### config.mk
export PLATFORM = sky130hd
export DESIGN_NAME = otct_trim
export DESIGN_NICKNAME = d
export VERILOG_FILES = /design/src/core/otct_pkg.sv /design/src/core/otct_trim.sv
export VERILOG_INCLUDE_DIRS = /design/src /design/src/core
export SDC_FILE = /design/constraint.sdc
export NUM_CORES = 1
export LEC_CHECK = 0
export BUFFER_PORTS_ARGS = -buffer_cell sky130_fd_sc_hd__buf_2
export CORE_MARGIN = 4
export CORE_UTILIZATION = 60
export CTS_CLUSTER_DIAMETER = 60
export DETAILED_ROUTE_END_ITERATION = 10
export GPL_TIMING_DRIVEN = 0
export HOLD_SLACK_MARGIN = 0.15
export PLACE_DENSITY = 0.79
export SYNTH_ARGS = -nofsm -noshare
export SYNTH_HDL_FRONTEND = slang
export SYNTH_SLANG_ARGS = --single-unit
### constraint.sdc
create_clock -name ref_clk_in -period 23.3 [get_ports ref_clk_in]
set_input_delay 4.66 -clock ref_clk_in [delete_from_list [all_inputs] [get_ports ref_clk_in]]
set_output_delay 4.66 -clock ref_clk_in [all_outputs]
set_load 0.02 [all_outputs]
### src/core/otct_defines.svh
/*
  Constants of the oscillator trim compensation block: timing,
  register indices, field positions and reset values.
  Assumes inclusion by otct_pkg, the design file and the checker.
*/
`ifndef OTCT_DEFINES_SVH
`define OTCT_DEFINES_SVH

// timing
`define OTCT_CLK_KHZ        64'd250000
`define OTCT_CONV_TIME_US   64'd22000
`define OTCT_SHORT_PERIOD_S 64'd60
`define OTCT_LONG_PERIOD_S  64'd600
`define OTCT_CNT_W          40

// register indices, byte address is four times the index
`define OTCT_ADDR_W    12
`define OTCT_IDX_CURV  10'h00C
`define OTCT_IDX_CTRL  10'h00D
`define OTCT_IDX_FAT   10'h00E
`define OTCT_IDX_FDT   10'h00F
`define OTCT_IDX_INIT  10'h040
`define OTCT_IDX_STAT  10'h041

// control fields
`define OTCT_CTRL_TSE  7
`define OTCT_CTRL_BACKUP_SENSE_ENABLE 6
`define OTCT_CTRL_BACKUP_SENSE_PERIOD_SEL 5
`define OTCT_INIT_DT_LSB 8
`define OTCT_STAT_BUSY 16

// responses
`define OTCT_RESP_OKAY   2'h0
`define OTCT_RESP_SLVERR 2'h2

// trim arithmetic
`define OTCT_GAIN_UNITY   6'h10
`define OTCT_GAIN_DN_MAX  5'h08
`define OTCT_GAIN_UP_BASE 5'h10
`define OTCT_GAIN_SHIFT   4
`define OTCT_ALPHA_SHIFT  11
`define OTCT_AT_MAX_CODE  6'h3F
`define OTCT_DT_SIGN      4
`define OTCT_DT_MAG_MAX   4'hA
`define OTCT_TURNOVER_C   11'h019

// reset values
`define OTCT_INIT_AT_RST  6'h20
`define OTCT_INIT_DT_RST  5'h00

`endif

### src/core/otct_pkg.sv
/*
  Types of the oscillator trim compensation block: bus carriers,
  sequencer phases and the block's single state record.
  Assumes otct_defines.svh on the include path.
*/
`include "otct_defines.svh"

package otct_pkg;

  typedef enum logic [1:0] {
    OTCT_IDLE  = 2'b00,
    OTCT_CONV1 = 2'b01,
    OTCT_CONV2 = 2'b10,
    OTCT_APPLY = 2'b11
  } otct_phase_t;

  typedef struct packed {
    logic                    awvalid;
    logic [`OTCT_ADDR_W-1:0] awaddr;
    logic                    wvalid;
    logic [31:0]             wdata;
    logic [3:0]              wstrb;
    logic                    bready;
    logic                    arvalid;
    logic [`OTCT_ADDR_W-1:0] araddr;
    logic                    rready;
  } otct_axi_req_t;

  typedef struct packed {
    logic        awready;
    logic        wready;
    logic        bvalid;
    logic [1:0]  bresp;
    logic        arready;
    logic        rvalid;
    logic [31:0] rdata;
    logic [1:0]  rresp;
  } otct_axi_rsp_t;

  typedef struct packed {
    otct_phase_t            phase;
    logic [`OTCT_CNT_W-1:0] conv_cnt;
    logic [`OTCT_CNT_W-1:0] period_cnt;
    logic [9:0]             samp1;
    logic [9:0]             temp_avg;
    logic [5:0]             fat;
    logic [4:0]             fdt;
    logic                   temp_sense_enable;
    logic                   backup_sense_enable;
    logic                   backup_sense_period_sel;
    logic                   tse_prev;
    logic [5:0]             init_at;
    logic [4:0]             init_dt;
    logic [4:0]             gain;
    logic [7:0]             curv;
    logic                   loaded;
    logic                   busy;
    logic                   aw_have;
    logic [9:0]             aw_idx;
    logic                   w_have;
    logic [15:0]            wdata;
    logic [1:0]             wstrb;
    otct_axi_rsp_t          rsp;
  } otct_state_t;

endpackage

### src/core/otct_trim.sv
/*
  Oscillator temperature-compensation trim logic with an AXI4-Lite
  register slave. Schedules paired temperature conversions, scales
  the curvature correction by the factory gain and reports final
  analog and digital trim codes.
  Assumes the sensor front end delivers a signed reading on
  temp_in whenever sensor_on_out is high, that supply status
  inputs are synchronous, and that reset models first power-up.
*/
// Summary of operation
// - backup period ten minutes, or one when selected
// - backup sensing disabled means no backup conversions
// - every conversion lasts 22 ms in both modes
// - gain field five bits, codes 00000 to 11111
// - gain code maps to multiplier 0.5 to 2.0
// - gain loaded once at power-up, never writable
// - final analog trim bits 5:0, rest zero, read-only
// - final analog trim refreshed after every correction
// - final digital trim bits 4:0, rest zero, read-only
// - final digital trim refreshed after every correction
// - digital trim sign bit plus magnitude 0 to 10
// - backup sensing inhibited while backup supply is low
// - sensing off on main supply means initial trims drive frequency
// - enabling sensing averages two conversions
// - analog code 000000 +32 down to 111111 -31
`timescale 1ns/1ns
`include "otct_defines.svh"

module otct_trim #(
  parameter logic [`OTCT_CNT_W-1:0] CONV_CYC =
    `OTCT_CNT_W'(`OTCT_CONV_TIME_US * `OTCT_CLK_KHZ / 64'd1000),
  parameter logic [`OTCT_CNT_W-1:0] SHORT_CYC =
    `OTCT_CNT_W'(`OTCT_SHORT_PERIOD_S * `OTCT_CLK_KHZ * 64'd1000),
  parameter logic [`OTCT_CNT_W-1:0] LONG_CYC =
    `OTCT_CNT_W'(`OTCT_LONG_PERIOD_S * `OTCT_CLK_KHZ * 64'd1000)
) (
  // clock and reset
  input  wire logic                    ref_clk_in,
  input  wire logic                    rst_n_in,
  // register bus
  input  wire otct_pkg::otct_axi_req_t axi_req_in,
  output      otct_pkg::otct_axi_rsp_t axi_rsp_out,
  // supply status
  input  wire logic                    on_backup_in,
  input  wire logic                    backup_ok_in,
  // factory values
  input  wire logic [4:0]              factory_gain_in,
  input  wire logic [7:0]              factory_curv_in,
  // sensor front end
  input  wire logic [9:0]              temp_in,
  output      logic                    sensor_on_out,
  // trim codes in use
  output      logic [5:0]              final_analog_trim_out,
  output      logic [4:0]              final_digital_trim_out
);

  otct_pkg::otct_state_t q;
  otct_pkg::otct_state_t d;

  ////////////////////////////////////////////////////////////////////
  // arithmetic helpers

  // multiplier in sixteenths; codes 9..15 carry no meaning, unity
  function automatic logic [5:0] gain_mult(input logic [4:0] c);
    logic [5:0] m;
    m = `OTCT_GAIN_UNITY;
    if (c != 5'h00 && c <= `OTCT_GAIN_DN_MAX) begin
      m = `OTCT_GAIN_UNITY - {1'b0, c};
    end else if (c >= `OTCT_GAIN_UP_BASE) begin
      m = {1'b0, c} + 6'h01;
    end
    return m;
  endfunction

  // magnitudes above ten are not defined, so they are clamped
  function automatic logic [4:0] dt_clean(input logic [4:0] c);
    logic [4:0] r;
    r = c;
    if (c[3:0] > `OTCT_DT_MAG_MAX) begin
      r = {c[`OTCT_DT_SIGN], `OTCT_DT_MAG_MAX};
    end
    return r;
  endfunction

  function automatic logic [31:0] rd_mux(
    input otct_pkg::otct_state_t s,
    input logic [9:0]            idx
  );
    logic [31:0] v;
    v = 32'h0000_0000;
    case (idx)
      `OTCT_IDX_CURV: v[7:0] = s.curv;
      `OTCT_IDX_CTRL: begin
        v[`OTCT_CTRL_TSE]  = s.temp_sense_enable;
        v[`OTCT_CTRL_BACKUP_SENSE_ENABLE] = s.backup_sense_enable;
        v[`OTCT_CTRL_BACKUP_SENSE_PERIOD_SEL] = s.backup_sense_period_sel;
        v[4:0]             = s.gain;
      end
      `OTCT_IDX_FAT: v[5:0] = s.fat;
      `OTCT_IDX_FDT: v[4:0] = s.fdt;
      `OTCT_IDX_INIT: begin
        v[5:0] = s.init_at;
        v[`OTCT_INIT_DT_LSB+:5] = s.init_dt;
      end
      `OTCT_IDX_STAT: begin
        v[9:0] = s.temp_avg;
        v[`OTCT_STAT_BUSY] = s.busy;
      end
      default: v = 32'h0000_0000;
    endcase
    return v;
  endfunction

  // unmapped indices answer with an error response
  function automatic logic mapped(input logic [9:0] idx);
    logic m;
    case (idx)
      `OTCT_IDX_CURV,
      `OTCT_IDX_CTRL,
      `OTCT_IDX_FAT,
      `OTCT_IDX_FDT,
      `OTCT_IDX_INIT,
      `OTCT_IDX_STAT: m = 1'b1;
      default:        m = 1'b0;
    endcase
    return m;
  endfunction

  ////////////////////////////////////////////////////////////////////
  // correction datapath

  logic signed [10:0] avg_sum;
  logic signed [10:0] dtemp;
  logic        [9:0]  dmag;
  logic        [19:0] sq;
  logic        [27:0] ppm_raw;
  logic        [16:0] ppm;
  logic        [22:0] steps_raw;
  logic        [5:0]  steps;
  logic        [5:0]  fat_new;

  always_comb begin
    avg_sum = $signed({q.samp1[9], q.samp1}) +
              $signed({temp_in[9], temp_in});
    dtemp   = $signed({q.temp_avg[9], q.temp_avg}) -
              $signed(`OTCT_TURNOVER_C);
    dmag    = dtemp[10] ? 10'(-dtemp) : dtemp[9:0];
    sq      = dmag * dmag;
    // curvature holds |alpha| scaled by 2048
    ppm_raw = sq * q.curv;
    ppm     = ppm_raw[`OTCT_ALPHA_SHIFT+:17];
    steps_raw = ppm * gain_mult(q.gain);
    // far from turnover the code saturates rather than wrapping
    steps   = (steps_raw[22:`OTCT_GAIN_SHIFT] >
               19'(`OTCT_AT_MAX_CODE)) ?
              `OTCT_AT_MAX_CODE : steps_raw[9:4];
    // lower codes mean more positive trim, so add by subtracting
    fat_new = (steps >= q.init_at) ? 6'h00 :
              q.init_at - steps;
  end

  ////////////////////////////////////////////////////////////////////
  // scheduling terms

  logic                   sense_main;
  logic                   sense_bak;
  logic                   sense_ok;
  logic                   tse_rise;
  logic [`OTCT_CNT_W-1:0] period_last;

  always_comb begin
    sense_main  = !on_backup_in && q.temp_sense_enable;
    sense_bak   = on_backup_in && q.backup_sense_enable && backup_ok_in;
    sense_ok    = sense_main || sense_bak;
    tse_rise    = q.temp_sense_enable && !q.tse_prev;
    period_last = (on_backup_in && !q.backup_sense_period_sel) ?
                  LONG_CYC - `OTCT_CNT_W'(1) :
                  SHORT_CYC - `OTCT_CNT_W'(1);
  end

  ////////////////////////////////////////////////////////////////////
  // bus handshake terms

  logic       aw_take;
  logic       w_take;
  logic       wr_fire;
  logic       b_done;
  logic       ar_take;
  logic       r_done;
  logic [9:0] rd_idx;

  always_comb begin
    aw_take = q.rsp.awready && axi_req_in.awvalid;
    w_take  = q.rsp.wready && axi_req_in.wvalid;
    // a new response waits until the old one has been taken
    wr_fire = q.aw_have && q.w_have && !q.rsp.bvalid;
    b_done  = q.rsp.bvalid && axi_req_in.bready;
    ar_take = q.rsp.arready && axi_req_in.arvalid;
    r_done  = q.rsp.rvalid && axi_req_in.rready;
    rd_idx  = axi_req_in.araddr[`OTCT_ADDR_W-1:2];
  end

  ////////////////////////////////////////////////////////////////////
  // next state

  always_comb begin
    d = q;
    d.tse_prev = q.temp_sense_enable;

    // factory values are caught once after power-up only
    if (!q.loaded) begin
      d.gain   = factory_gain_in;
      d.curv   = factory_curv_in;
      d.loaded = 1'b1;
    end

    // period timer
    // held at reload while barred, so the first period is whole
    if (!sense_ok || tse_rise || q.period_cnt > period_last) begin
      d.period_cnt = period_last;
    end else if (q.period_cnt != `OTCT_CNT_W'(0)) begin
      d.period_cnt = q.period_cnt - `OTCT_CNT_W'(1);
    end

    case (q.phase)
      otct_pkg::OTCT_IDLE: begin
        if (sense_ok && (tse_rise && !on_backup_in ||
            q.period_cnt == `OTCT_CNT_W'(0))) begin
          d.phase      = otct_pkg::OTCT_CONV1;
          d.conv_cnt   = CONV_CYC - `OTCT_CNT_W'(1);
          d.busy       = 1'b1;
          d.period_cnt = period_last;
        end
      end
      otct_pkg::OTCT_CONV1, otct_pkg::OTCT_CONV2: begin
        if (!sense_ok) begin
          // supply loss or disable drops the cycle unapplied
          d.phase = otct_pkg::OTCT_IDLE;
          d.busy  = 1'b0;
        end else if (q.conv_cnt != `OTCT_CNT_W'(0)) begin
          d.conv_cnt = q.conv_cnt - `OTCT_CNT_W'(1);
        end else if (q.phase == otct_pkg::OTCT_CONV1) begin
          d.samp1    = temp_in;
          d.conv_cnt = CONV_CYC - `OTCT_CNT_W'(1);
          d.phase    = otct_pkg::OTCT_CONV2;
        end else begin
          d.temp_avg = avg_sum[10:1];
          d.busy     = 1'b0;
          d.phase    = otct_pkg::OTCT_APPLY;
        end
      end
      otct_pkg::OTCT_APPLY: begin
        d.fat   = fat_new;
        d.fdt   = dt_clean(q.init_dt);
        d.phase = otct_pkg::OTCT_IDLE;
      end
      default: d.phase = otct_pkg::OTCT_IDLE;
    endcase

    // with sensing off on the main supply the initial trims act directly
    if (!on_backup_in && !q.temp_sense_enable) begin
      d.fat = q.init_at;
      d.fdt = dt_clean(q.init_dt);
    end

    // write channels, taken in either order
    if (aw_take) begin
      d.aw_have = 1'b1;
      d.aw_idx  = axi_req_in.awaddr[`OTCT_ADDR_W-1:2];
    end
    if (w_take) begin
      d.w_have = 1'b1;
      d.wdata  = axi_req_in.wdata[15:0];
      d.wstrb  = axi_req_in.wstrb[1:0];
    end
    if (wr_fire) begin
      d.aw_have   = 1'b0;
      d.w_have    = 1'b0;
      d.rsp.bvalid = 1'b1;
      d.rsp.bresp = mapped(q.aw_idx) ? `OTCT_RESP_OKAY :
                    `OTCT_RESP_SLVERR;
      // trim monitors and gain bits ignore writes
      if (q.aw_idx == `OTCT_IDX_CTRL && q.wstrb[0]) begin
        d.temp_sense_enable  = q.wdata[`OTCT_CTRL_TSE];
        d.backup_sense_enable = q.wdata[`OTCT_CTRL_BACKUP_SENSE_ENABLE];
        d.backup_sense_period_sel = q.wdata[`OTCT_CTRL_BACKUP_SENSE_PERIOD_SEL];
      end
      if (q.aw_idx == `OTCT_IDX_INIT) begin
        if (q.wstrb[0]) begin
          d.init_at = q.wdata[5:0];
        end
        if (q.wstrb[1]) begin
          d.init_dt = q.wdata[`OTCT_INIT_DT_LSB+:5];
        end
      end
    end
    if (b_done) begin
      d.rsp.bvalid = 1'b0;
    end
    // one write outstanding: each ready only while its own channel holds nothing and no response is pending
    d.rsp.awready = !d.aw_have && !d.rsp.bvalid;
    d.rsp.wready  = !d.w_have && !d.rsp.bvalid;

    // read channel
    if (r_done) begin
      d.rsp.rvalid = 1'b0;
    end
    // read data is taken from the state at the address handshake
    if (ar_take) begin
      d.rsp.rvalid = 1'b1;
      d.rsp.rdata  = rd_mux(q, rd_idx);
      d.rsp.rresp  = mapped(rd_idx) ?
                     `OTCT_RESP_OKAY : `OTCT_RESP_SLVERR;
    end
    d.rsp.arready = !d.rsp.rvalid;
  end

  ////////////////////////////////////////////////////////////////////
  // state register

  always_ff @(posedge ref_clk_in or negedge rst_n_in) begin
    if (!rst_n_in) begin
      q         <= '0;
      q.phase   <= otct_pkg::OTCT_IDLE;
      q.init_at <= `OTCT_INIT_AT_RST;
      q.init_dt <= `OTCT_INIT_DT_RST;
      // finals start on the initial trim reset values
      q.fat     <= `OTCT_INIT_AT_RST;
      q.fdt     <= `OTCT_INIT_DT_RST;
    end else begin
      q <= d;
    end
  end

  ////////////////////////////////////////////////////////////////////
  // outputs

  assign axi_rsp_out            = q.rsp;
  assign sensor_on_out          = q.busy;
  assign final_analog_trim_out  = q.fat;
  assign final_digital_trim_out = q.fdt;

endmodule

==> impl_metrics.csv <==
group,metric,value,unit
die,io-pin-count,145,
pwr,vdd_ir_drop_max,0.153,mV
global_route,grt_max_degree,116,
synth,post-synth-top-count-cell,"inv_1",
detailed_routing,via_per_inst,5.89,
global_route,global_route.overflow_total,0,
clock_network,clock-sinks,191,
detailed_routing,avgRoutedWirePerCell,18.0,µm
detailed_routing,firstDrtPassIters,5,
layout,multi_input_area,14900,µm²
clock_network,post_cts_hold_buffer_count,0,
timing,slew_headroom,0.0912,
hold_path,hold_path_class,"reg -> reg",
synth,avg_synthesized_cell_area,9.01,µm²
setup_path,critical_path_peak_fanout,10,
global_route,first_pass_grt_wire_length,88700,µm
timing,tightestPinTransition,1.35,ns
setup_path,timing.critical_path.slowest_stage_cell,"or4_4",
clock_network,clkTransAtPathRegs,0.07,ns
die,chipHeight,196,µm
placement,gp_routability_congestion,0.943,
setup_path,criticalPathCategory,"reg -> reg",
placement,placedCellCount,2938,
synth,ys_dominant_reg_cell,"dfrtp_1",
timing,period_share,0.850,
timing,final-hold-violation-count,0,
synth,ys_async_sr_fraction,1.00,
setup_path,critPathBufInv,12,
clock_network,ctsHtreeMaxLevel,4,
setup_path,end_kind,"register",
die,placementRows,68,
synth,yosysUniqueCellTypes,94,
die,chipWidth,196,µm
die,die-area,38600,µm²
setup_path,worst_path_most_repeated_cell,"fa_1",
timing,grt_setup_unrepaired,"false",
global_route,via_count_of_the_first_global_routing_pass,18000,
timing,timing.final.crit_period,19.80,ns
job,maxCapViolations,0,
clock_network,cts_buffer_depth,2,
setup_path,worstPathRequired,23.67,ns
timing,tns,0,ns
placement,place_hpwl,42100,µm
detailed_routing,total_number_of_vias,17500,
placement,numPortBuffers,97,
clock_network,postCtsSetupRepairBufs,0,
detailed_routing,drc,0,
synth,post-synth-top-area-cell,"dfrtp_1",
layout,fillers,2846,
synth,synth_area,21300,µm²
synth,synth.yosys.seq_area_share,0.224,
timing,worst_clock_skew,0.0125,ns
global_route,grt_antenna_before_repair,2,
die,floorplan.core_area,34800,µm²
timing,count_of_final_setup_violators,0,
global_route,global_route.usage.total,0.280,
synth,synth_warnings,0,
synth,synth_cells,2365,
layout,final_standard_cell_count_with_taps_included_and_fillers_excluded,2971,
detailed_routing,detail_route.iter0.violations,1216,
timing,final_max_slew_viol_count,0,
detailed_routing,ant_nets,0,
status,outcome,"completed",
synth,ys_top_cells_by_area,"dfrtp_1 (22%), fa_1 (20%), ha_1 (9.7%)",
synth,synth.top_cell.area_share,0.222,
timing,maxClockFrequency,50.5,MHz
setup_path,timing.critical_path.from_type,"register",
clock_network,cts_root_buf,"clkbuf_16",
setup_path,critPathArrivalTime,20.17,ns
layout,area_growth,8.31,%
layout,share_of_cells_above_drive_strength_1,0.130,
clock_network,cts_made_buffers,17,
setup_path,cpLargestDelayFamily,"adder cells",
setup_path,critical_path.max_stage_delay,0.58,ns
layout,fin_nets,2968,
clock_network,post_cts_resized,0,
die,start_util,0.612,
layout,sequential_cell_area,4780,µm²
clock_network,cts_tree,"yes",
pwr,leakage_power,10.9,nW
detailed_routing,detail_route.wirelength,53400,µm
synth,ys_seq_elements,191,
clock_network,later_pin_clock_latency_in_the_skew_report,0.45,ns
synth,synth_enable_flop_cells,0,
synth,synthTopCellsByCount,"inv_1 (280), nand2_1 (264), fa_1 (209), dfrtp_1 (189), nor2_1 (187)",
pwr,power_density,91.3,nW/µm²
==> metrics by stage <==
stage	setup WS [ns]	power, mW	hold slack (ns)	cell area [µm²]	utilization
finish	3.50	2.11	0.384	23100	0.663
detailed placement	3.71	1.77	0.373	22500	0.646
global route	2.30	2.30	0.399	23100	0.663
global placement	4.02	1.72	0.356	22400	0.645
floorplan	6.55	1.42	0.352	21400	-
CTS	3.64	2.09	0.389	23100	0.663
==> cells in the final DEF, fill, tap and decap left out, types with 14 or more instances in the layout <==
cell type / count
a21o_1: 22
a21oi_1: 87
a31oi_1: 19
and2_1: 65
buf_2: 101
buf_4: 53
clkbuf_1: 58
clkbuf_16: 17
conb_1: 22
dfrtp_1: 189
fa_1: 209
ha_1: 165
inv_1: 280
mux2_2: 77
mux2i_1: 28
nand2_1: 264
nand2b_1: 41
nand3_1: 33
nor2_1: 187
nor2b_1: 27
nor3_1: 49
nor4_1: 20
o21a_1: 14
o21ai_0: 112
or2_2: 22
or3_1: 18
xnor2_1: 63
xor2_1: 39
==> final cells by class <==
| cell class | count | share of cell area |
|---|---|---|
| tap | 455 | 0.0247 |
| antenna | 1 | 0.000108 |
| sequential | 191 | 0.207 |
| inverter | 280 | 0.0455 |
| clock buffer | 18 | 0.0186 |
| timing repair buffer | 98 | 0.0227 |
| clock inverter | 14 | 0.00743 |
| buffer | 121 | 0.0286 |
| multi-input combinational | 1793 | 0.645 |
==> sequential cells by signal, summed over array words and instances, names as in the netlist <==
| register | cells |
|---|---|
| sensor_on_out | 1 |
| final_digital_trim_out | 5 |
| q | 157 |
| final_analog_trim_out | 6 |
| d | 1 |
| axi_rsp_out | 21 |
==> worst paths after layout <==
path | startpoint | endpoint | slack (ns) | cells past startpoint
max | q[112] | final_analog_trim_out[1] | 3.50 | 68
min | d[97] | q[97] | 0.38 | 0
max reg2reg | q[112] | final_analog_trim_out[1] | 3.50 | 68
min reg2reg | d[97] | q[97] | 0.38 | 0
max in group asynchronous | rst_n_in | q[163] | 18.15 | 2
min in group asynchronous | rst_n_in | q[201] | 4.16 | 1
==> power breakdown <==
part / switching, mW / total [mW] / leakage (nW) / internal [mW]
clock network: 0.142 / 0.305 / 0.295 / 0.163
registers: 0.0320 / 0.401 / 2.39 / 0.369
logic: 0.838 / 1.40 / 8.26 / 0.562
==> kinds of logic (layout without fill, tap and decap cells) <==
family | Yosys count | count (layout) | synth area share
DFF | 191 | 191 | 0.224
other | 2 | 23 | 0.000352
AOI/OAI and AO/OA | 377 | 377 | 0.116
xor gates and xnor gates | 103 | 103 | 0.0427
adders and majority gates | 374 | 374 | 0.293
buffers and inverters | 401 | 531 | 0.0803
muxes | 107 | 107 | 0.0556
and+or+nand+nor | 810 | 810 | 0.187
==> layer usage <==
metal / GRT usage / share of wire / vias to the layer above
met5: 0 / 0.00026 / -
met4: 0.110 / 0.039 / 2
met3: 0.0581 / 0.070 / 137
met2: 0.463 / 0.49 / 588
met1: 0.365 / 0.41 / 8690
li1: - / - / 8092
No activity file was read; power rests on OpenSTA's default activity.
